File: config.mk
export PLATFORM = sky130hd
export DESIGN_NAME = spw_pwm
export DESIGN_NICKNAME = d
export VERILOG_FILES = /design/src/shared/spw_pkg.sv /design/src/spw_pwm.sv /design/src/spw_blank.sv
export SDC_FILE = /design/constraint.sdc
export NUM_CORES = 1
export LEC_CHECK = 0
export BUFFER_PORTS_ARGS = -buffer_cell sky130_fd_sc_hd__buf_2
export CORE_MARGIN = 8
export CORE_UTILIZATION = 33
export CTS_CLUSTER_DIAMETER = 80
export DETAILED_ROUTE_END_ITERATION = 10
export HOLD_SLACK_MARGIN = 0.12
export RECOVER_POWER = 25
export SKIP_CTS_REPAIR_TIMING = 1
export SLEW_MARGIN = 30
export SYNTH_ARGS = -nofsm -noshare
export SYNTH_HDL_FRONTEND = slang
export SYNTH_SLANG_ARGS = --single-unit
File: constraint.sdc
create_clock -name pclk -period 11.6 [get_ports pclk]
set_input_delay 0.58 -clock pclk [delete_from_list [all_inputs] [get_ports pclk]]
set_output_delay 0.58 -clock pclk [all_outputs]
set_load 0.005 [all_outputs]
File: src/shared/spw_pkg.sv
`default_nettype none
package spw_pkg;
  // apb register byte addresses
  localparam logic [7:0] CTRL_ADDR = 8'h00;
  localparam logic [7:0] PERIOD_ADDR = 8'h04;
  localparam logic [7:0] DUTY_ADDR = 8'h08;
  localparam logic [7:0] PHASE_ADDR = 8'h0C;
  localparam logic [7:0] BLANK_ADDR = 8'h10;
  localparam logic [7:0] STATUS_ADDR = 8'h14;
  // control register fields
  localparam int CTRL_W = 7;
  localparam int CTRL_EN_BIT = 0;
  localparam int CTRL_MODE_LSB = 1;
  localparam int CTRL_MODE_W = 3;
  localparam int CTRL_COMPL_BIT = 4;
  localparam int CTRL_FDAT_LSB = 5;
  // blanking_control fields
  localparam int BLANK_W = 16;
  localparam int HIGH_RISE_BIT = 15;
  localparam int HIGH_FALL_BIT = 14;
  localparam int LOW_RISE_BIT = 13;
  localparam int LOW_FALL_BIT = 12;
  localparam int FAULT_BLANK_BIT = 11;
  localparam int CURLIM_BLANK_BIT = 10;
  localparam int INTERVAL_LSB = 3;
  localparam int INTERVAL_W = 7;
  localparam logic [BLANK_W-1:0] BLANK_WMASK = 16'hFFF8;
  // status register fields
  localparam int ST_HIGH_BIT = 0;
  localparam int ST_LOW_BIT = 1;
  localparam int ST_OVR_BIT = 2;
  localparam int ST_BLANK_BIT = 3;
  localparam int ST_PP_BIT = 4;
  // widths and reset values
  localparam int CNT_W = 16;
  localparam logic [CTRL_W-1:0] CTRL_RST = 7'h00;
  localparam logic [CNT_W-1:0] PERIOD_RST = 16'h0000;
  localparam logic [CNT_W-1:0] DUTY_RST = 16'h0000;
  localparam logic [CNT_W-1:0] PHASE_RST = 16'h0000;
  localparam logic [BLANK_W-1:0] BLANK_RST = 16'h0000;
  // timing
  localparam int BLANK_STEP_NS = 8;
  localparam int CLK_PERIOD_NS = 25;
  localparam int BLANK_CNT_W = 6;
  // operating modes, in control field order
  typedef enum logic [CTRL_MODE_W-1:0] {
    SPW_EDGE, SPW_COMPL, SPW_PUSHPULL, SPW_MULTIPH,
    SPW_VARPH, SPW_CURLIM, SPW_CURRST, SPW_INDEP
  } spw_mode_t;
endpackage
`default_nettype wire

File: src/spw_pwm.sv
// Overview of operation
// - seven-bit blanking interval, eight nanoseconds per count
// - current-limit input blanked only while its blanking enable is set
// - edge-aligned counter counts upward from zero toward the period
// - high output asserted while count is at or below duty
// - high output deasserted once count passes duty
// - counter returns to zero past the period, starting a new cycle
// - complementary mode drives low output as inverse of high output
// - push-pull steers the pulse to high and low on alternate cycles
// - push-pull has no complement; both phases share one duty value
// - multi-phase adds the phase value to the time base
// - variable-phase mode may also drive the complementary low output
// - current-limit event cuts pulse; outputs take fault override data
// - override holds until the next cycle; period stays constant
// - current reset: fixed on-time, period never longer than programmed
// - discharge signal after the pulse restarts the counter
// - current reset mode may also drive the complementary low output
// - constant off-time is current reset using the complementary output
// - independent mode counts to the phase value then restarts
`default_nettype none
module spw_pwm
  import spw_pkg::*;
(
  // apb slave
  input wire logic pclk,
  input wire logic presetn,
  input wire logic psel,
  input wire logic penable,
  input wire logic pwrite,
  input wire logic [7:0] paddr,
  input wire logic [31:0] pwdata,
  output logic [31:0] prdata,
  output logic pready,
  output logic pslverr,
  // sense inputs
  input wire logic curlim_in,
  input wire logic fault_in,
  // power switch outputs
  output logic high_output,
  output logic low_output
);
  typedef struct packed {
    logic [CTRL_W-1:0] ctrl;
    logic [CNT_W-1:0] period;
    logic [CNT_W-1:0] duty;
    logic [CNT_W-1:0] phase;
    logic [BLANK_W-1:0] blank;
    logic [CNT_W-1:0] cnt;
    logic pp;
    logic ovr;
    logic hi;
    logic lo;
    logic [31:0] rdata;
    logic slverr;
  } spw_state_t;

  localparam spw_state_t ST_RST = '{
    ctrl: CTRL_RST, period: PERIOD_RST, duty: DUTY_RST, phase: PHASE_RST,
    blank: BLANK_RST, cnt: '0, pp: 1'b0, ovr: 1'b0, hi: 1'b0, lo: 1'b0,
    rdata: '0, slverr: 1'b0
  };

  spw_state_t q, d;
  spw_mode_t md;
  logic en;
  logic compl_en;
  logic hit;
  logic curlim_blk;
  logic fault_blk;
  logic blank_active;
  logic [CNT_W-1:0] wrap_lim;
  logic at_end;
  logic cur_rst;
  logic cyc_start;
  logic [CNT_W:0] sum;
  logic [CNT_W-1:0] cmp;
  logic pulse;
  logic trig;

  spw_blank u_blank (
    .pclk(pclk),
    .presetn(presetn),
    .blank_cfg(q.blank),
    .high_output(q.hi),
    .low_output(q.lo),
    .curlim_in(curlim_in),
    .fault_in(fault_in),
    .curlim_blk(curlim_blk),
    .fault_blk(fault_blk),
    .blank_active(blank_active)
  );

  always_comb begin
    d = q;
    md = spw_mode_t'(q.ctrl[CTRL_MODE_LSB +: CTRL_MODE_W]);
    en = q.ctrl[CTRL_EN_BIT];
    compl_en = q.ctrl[CTRL_COMPL_BIT];
    hit = (paddr == CTRL_ADDR) || (paddr == PERIOD_ADDR) || (paddr == DUTY_ADDR) ||
          (paddr == PHASE_ADDR) || (paddr == BLANK_ADDR) || (paddr == STATUS_ADDR);

    // read data is captured in the setup cycle so it leaves a flop
    if (psel && !penable) begin
      d.slverr = !hit;
      d.rdata = '0;
      case (paddr)
        CTRL_ADDR: d.rdata = 32'(q.ctrl);
        PERIOD_ADDR: d.rdata = 32'(q.period);
        DUTY_ADDR: d.rdata = 32'(q.duty);
        PHASE_ADDR: d.rdata = 32'(q.phase);
        BLANK_ADDR: d.rdata = 32'(q.blank);
        STATUS_ADDR: begin
          d.rdata[ST_HIGH_BIT] = q.hi;
          d.rdata[ST_LOW_BIT] = q.lo;
          d.rdata[ST_OVR_BIT] = q.ovr;
          d.rdata[ST_BLANK_BIT] = blank_active;
          d.rdata[ST_PP_BIT] = q.pp;
        end
        default: d.rdata = '0;
      endcase
    end

    // time base
    wrap_lim = (md == SPW_INDEP) ? q.phase : q.period;
    at_end = q.cnt >= wrap_lim;
    // discharge seen only after the pulse has ended
    cur_rst = (md == SPW_CURRST) && curlim_blk && (q.cnt > q.duty);
    cyc_start = en && (at_end || cur_rst);
    if (!en) begin
      d.cnt = '0;
    end else if (cyc_start) begin
      d.cnt = '0;
    end else begin
      d.cnt = q.cnt + CNT_W'(1);
    end

    // phase is added modulo period plus one, the cycle length in counts, so the shifted wave keeps its rate
    sum = {1'b0, q.cnt} + {1'b0, q.phase};
    cmp = q.cnt;
    if (md == SPW_MULTIPH || md == SPW_VARPH) begin
      if (sum > {1'b0, q.period}) begin
        cmp = CNT_W'(sum - {1'b0, q.period} - 17'h00001);
      end else begin
        cmp = sum[CNT_W-1:0];
      end
    end
    pulse = cmp <= q.duty;

    if (!en) begin
      d.pp = 1'b0;
    end else if (cyc_start && md == SPW_PUSHPULL) begin
      d.pp = !q.pp;
    end

    // set wins over the cycle-start clear
    trig = en && (md == SPW_CURLIM) && (curlim_blk || fault_blk);
    if (!en) begin
      d.ovr = 1'b0;
    end else if (trig) begin
      d.ovr = 1'b1;
    end else if (cyc_start) begin
      d.ovr = 1'b0;
    end

    d.hi = 1'b0;
    d.lo = 1'b0;
    if (en) begin
      case (md)
        SPW_COMPL: begin
          d.hi = pulse;
          d.lo = !pulse;
        end
        SPW_PUSHPULL: begin
          d.hi = pulse && !q.pp;
          d.lo = pulse && q.pp;
        end
        SPW_VARPH: begin
          d.hi = pulse;
          d.lo = compl_en && !pulse;
        end
        SPW_CURRST: begin
          d.hi = pulse;
          d.lo = compl_en && !pulse;
        end
        SPW_CURLIM: begin
          if (trig || q.ovr) begin
            d.hi = q.ctrl[CTRL_FDAT_LSB];
            d.lo = q.ctrl[CTRL_FDAT_LSB + 1];
          end else begin
            d.hi = pulse;
          end
        end
        default: d.hi = pulse;
      endcase
    end

    // writes land in the access cycle; phase writes are taken at once,
    // glitch-free shifting is left to software timing
    if (psel && penable && pwrite && hit) begin
      case (paddr)
        CTRL_ADDR: d.ctrl = pwdata[CTRL_W-1:0];
        PERIOD_ADDR: d.period = pwdata[CNT_W-1:0];
        DUTY_ADDR: d.duty = pwdata[CNT_W-1:0];
        PHASE_ADDR: d.phase = pwdata[CNT_W-1:0];
        BLANK_ADDR: d.blank = pwdata[BLANK_W-1:0] & BLANK_WMASK;
        default: d.ctrl = q.ctrl;
      endcase
    end
  end

  always_ff @(posedge pclk or negedge presetn) begin
    if (!presetn) begin
      q <= ST_RST;
    end else begin
      q <= d;
    end
  end

  assign prdata = q.rdata;
  assign pslverr = q.slverr;
  assign pready = 1'b1;
  assign high_output = q.hi;
  assign low_output = q.lo;

  wire en_md_edge = en && md == SPW_EDGE;
endmodule // spw_pwm
`default_nettype wire

File: src/spw_blank.sv
`default_nettype none
module spw_blank
  import spw_pkg::*;
(
  // clock and reset
  input wire logic pclk,
  input wire logic presetn,
  // configuration and watched outputs
  input wire logic [BLANK_W-1:0] blank_cfg,
  input wire logic high_output,
  input wire logic low_output,
  // sense inputs and blanked results
  input wire logic curlim_in,
  input wire logic fault_in,
  output logic curlim_blk,
  output logic fault_blk,
  output logic blank_active
);
  typedef struct packed {
    logic prev_h;
    logic prev_l;
    logic [BLANK_CNT_W-1:0] cnt;
  } spw_blank_st_t;

  spw_blank_st_t q, d;
  logic start;
  logic [15:0] span_ns;
  logic [15:0] span_cyc;

  always_comb begin
    span_ns = 16'(blank_cfg[INTERVAL_LSB +: INTERVAL_W]) * 16'(BLANK_STEP_NS);
    // a least time, so round up to whole clocks
    span_cyc = (span_ns + 16'(CLK_PERIOD_NS - 1)) / 16'(CLK_PERIOD_NS);
    start = (blank_cfg[HIGH_RISE_BIT] && high_output && !q.prev_h) ||
            (blank_cfg[HIGH_FALL_BIT] && !high_output && q.prev_h) ||
            (blank_cfg[LOW_RISE_BIT] && low_output && !q.prev_l) ||
            (blank_cfg[LOW_FALL_BIT] && !low_output && q.prev_l);
    d = q;
    d.prev_h = high_output;
    d.prev_l = low_output;
    if (start) begin
      d.cnt = span_cyc[BLANK_CNT_W-1:0] - BLANK_CNT_W'(1);
      if (span_cyc == 16'h0000) begin
        d.cnt = '0;
      end
    end else if (q.cnt != '0) begin
      d.cnt = q.cnt - BLANK_CNT_W'(1);
    end
    // the edge cycle itself is covered too, so the first spike never leaks
    blank_active = (q.cnt != '0) || (start && span_cyc != 16'h0000);
    curlim_blk = curlim_in && !(blank_cfg[CURLIM_BLANK_BIT] && blank_active);
    fault_blk = fault_in && !(blank_cfg[FAULT_BLANK_BIT] && blank_active);
  end

  always_ff @(posedge pclk or negedge presetn) begin
    if (!presetn) begin
      q <= '0;
    end else begin
      q <= d;
    end
  end
endmodule // spw_blank
`default_nettype wire

==> results.cfg <==
[outcome]
outcome = finished with violations
violations = max-capacitance violations, max-slew violations

[floorplanning]
rows = 63
die_y_um = 190
die_x_um = 190
num_io_pins = 83
core_mm2 = 0.0297
start_util_pct = 33.6
die_area_mm2 = 0.0360

[place]
portBuffers = 49
routabilityCongestion = 0.860
dp_hpwl_um = 20900
dp.cells = 1506

[synth]
synth-edff-count = 0
yosysWarnings = 0
synthSimpleGateAreaFrac_pct = 15.3
synth_top_cell_area_share_pct = 28.4
ys_seq_area_share_pct = 28.4
synthTopCellsByArea = dfrtp_1 28%, ha_1 12%, mux2_2 7.9%, a21oi_1 3.8%, o21ai_0 3.5%
synth_seq_cells = 113
synth_fa_ha_area_share_pct = 12.3
synthCells = 1122
synth_flop_cell = dfrtp_1
synth_compound_area_share_pct = 19.3
synth_common_cells = 113 x dfrtp_1, 95 x ha_1, 87 x nand2_1
yosys.area_share.xor_xnor_pct = 5.13
avgSynthCellArea_um2 = 8.89
synth_mux_area_share_pct = 12.3
async_flop_share_pct = 100
yosys.area.top_type = dfrtp_1
synth_top_family_by_area = compound AO/OA/AOI/OAI gates
yosysMostFrequentCell = dfrtp_1
synth_cell_type_count = 87
synthesis.area_mm2 = 0.00997

[critical_path]
path_class = register to register
slowest_delay_ns = 0.67
setup.worst_path.end_class = register
reg2reg_setup_slack_ns = 1.22
crit_family = simple AND/OR/NAND/NOR gates
reg2reg_to = q[46]$_DFF_PN0_
reg2regPathDepth = 35
crit_required_ns = 11.89
crit_path_top_delay_cell = or4_1
critPathMaxFanout = 18
rr_startpoint = q[56]$_DFFE_PN0P_
startpoint_type = register
arrival_ns = 10.67
critPathMostFrequentCell = ha_1
worst-path-buf-inv = 1

[final_layout]
layoutNonFillerInstCount = 1539
drive_gt1_share_pct = 15.8
area_growth_pct = 10.3
layout.nets = 1279

[detailed_routing]
drt_wl_total_um = 26700
antenna_left = 0
met2WireLength_um = 11900
highest_layer = met5
vias = 8136
drtIter0Drc = 554
wl_met3_um = 1400
firstDrtPassIters = 5
drc = 0
detail_route.wl_per_cell_um = 17.4
vias_per_cell = 5.29
wl_met1_um = 12900

[job]
maxCapViolations = 1

[sta]
rsz0062_at_grt = no
finalSetupViolations = 0
maxSlewViolCount = 52
worstMarginPinSlew_ns = 2.88
fin_crit_sh_pct = 89.5
setup_tns_ns = 0
clock.fmax_ghz = 0.0963
relSlewSlack_pct = -91.9
hold_viol_final = 0
clock_skew_ns = 0.00757
timing.final.crit_period_ns = 10.38

[global_route]
first_global_vias = 7886
grt_pass1_wl_um = 42900
grt_overflow = 0
antenna_found_initial = 2
grt_max_degree = 64
grt_usage_pct = 14.9

[hold_path]
hp-class = input pin to register
min-delay-start = pwdata[2]
hold-path-endpoint = q[103]$_DFFE_PN0P_
min_path_cells = 2

[clocking]
cts_buffers = 17
clkTransAtPathRegs_ns = 0.06
htree_levels = 4
cts_tree = built
clock_latency_ns = 0.42
clock_sinks = 113
clockBufferDepth = 2
cts-root-buf = clkbuf_16

[power_and_ir_drop]
power_density_mw_per_mm2 = 110
p_leak_nw = 5.03
ir_drop_v = 0.0000564
-- report_power, final --
group	switching (W)	total [W]	internal, W
sequential	0.0000155	0.000426	0.000410
combinational	0.000138	0.000237	0.0000985
clock	0.000194	0.000543	0.000349
total	0.000348	0.00121	0.000858
-- metrics by stage --
step / hold WS (ns) / power (W) / utilization, % / area, µm² / setup slack [ns]
2_1_floorplan: 0.284 / 0.000610 / - / 10000 / 2.89
3_3_place_gp: 0.456 / 0.000663 / 34.9 / 10400 / 1.29
5_1_grt: 0.439 / 0.00126 / 37.0 / 11000 / 0.514
4_1_cts: 0.219 / 0.00121 / 37.0 / 11000 / 1.08
6_report: 0.442 / 0.00121 / 37.0 / 11000 / 1.22
3_5_place_dp: 0.465 / 0.000668 / 34.9 / 10400 / 1.10
-- per-layer routing --
| layer | up-vias | track usage [%] |
|---|---|---|
| li1 | 4045 | - |
| met2 | 158 | 23.4 |
| met4 | 2 | 4.09 |
| met3 | 26 | 3.44 |
| met1 | 3905 | 20.2 |
| met5 | - | 0 |
-- state kept, by name, summed over array words and instances, names as in the netlist --
| name | count |
|---|---|
| q | 81 |
| prdata | 16 |
| u_blank.q | 8 |
| md | 3 |
| compl_en | 1 |
| en | 1 |
| high_output | 1 |
| low_output | 1 |
| pslverr | 1 |
-- worst register-to-register path: cells and delay by family, from the launching register on --
kind / cells / cell delay, ns
compound gates: 12 / 3.66
flops: 1 / 0.61
mux: 2 / 0.67
buf+inv: 1 / 0.15
simple gates: 15 / 3.74
fa+ha+maj: 5 / 1.46
-- placed cells by master, fill, tap and decap left out, types with 5 or more instances in the layout --
| cell type | instances |
|---|---|
| buf_2 | 42 |
| dfrtp_1 | 113 |
| a31oi_1 | 9 |
| nor3_1 | 14 |
| ha_1 | 95 |
| mux2_2 | 70 |
| clkbuf_1 | 8 |
| nor2b_1 | 16 |
| and3_1 | 9 |
| nand2_1 | 87 |
| inv_1 | 68 |
| o21ai_0 | 69 |
| nor2_1 | 81 |
| xnor2_1 | 37 |
| conb_1 | 17 |
| buf_4 | 8 |
| nand3_1 | 27 |
| o21a_1 | 7 |
| nand2b_1 | 14 |
| o21bai_1 | 20 |
| mux4_2 | 7 |
| xor2_1 | 16 |
| o211ai_1 | 6 |
| and2_1 | 5 |
| a22o_1 | 10 |
| mux2i_1 | 27 |
| a21o_1 | 32 |
| clkbuf_16 | 17 |
| nor4_1 | 5 |
| a21oi_1 | 75 |
| nand4_1 | 14 |
| a22oi_1 | 15 |
-- worst max path at each step --
| stage | from | to | slack (ns) | cells past startpoint |
|---|---|---|---|---|
| 6_report | q[56]$_DFFE_PN0P_ | q[46]$_DFF_PN0_ | 1.22 | 35 |
| 5_1_grt | q[56]$_DFFE_PN0P_ | q[47]$_DFF_PN0_ | 0.51 | 36 |
| 4_1_cts | q[56]$_DFFE_PN0P_ | q[46]$_DFF_PN0_ | 1.08 | 37 |
| 3_5_place_dp | q[56]$_DFFE_PN0P_ | q[46]$_DFF_PN0_ | 1.10 | 37 |
| 3_3_place_gp | q[56]$_DFFE_PN0P_ | q[46]$_DFF_PN0_ | 1.29 | 37 |
| 2_1_floorplan | q[56]$_DFFE_PN0P_ | q[44]$_DFF_PN0_ | 2.89 | 41 |
-- layout make-up --
type | instances | area, µm²
well taps | 390 | 488
clock buffers | 20 | 457
fillers | 3010 | 18700
inverters | 68 | 255
clock inverters | 12 | 156
diodes | 1 | 2.50
flip-flops and latches | 113 | 2830
multi-input cells | 877 | 6500
repair buffers | 58 | 308
-- cell families (layout without fill, tap and decap cells) --
family                     after synthesis  after routing
adders and majority gates               97             97
muxes                                  105            105
buffers and inverters                  147            158
xor gates and xnor gates                56             56
AOI/OAI and AO/OA                      294            294
other                                    2             18
DFF                                    113            113
and+or+nand+nor                        308            308
(Power assumes the default switching activity.)
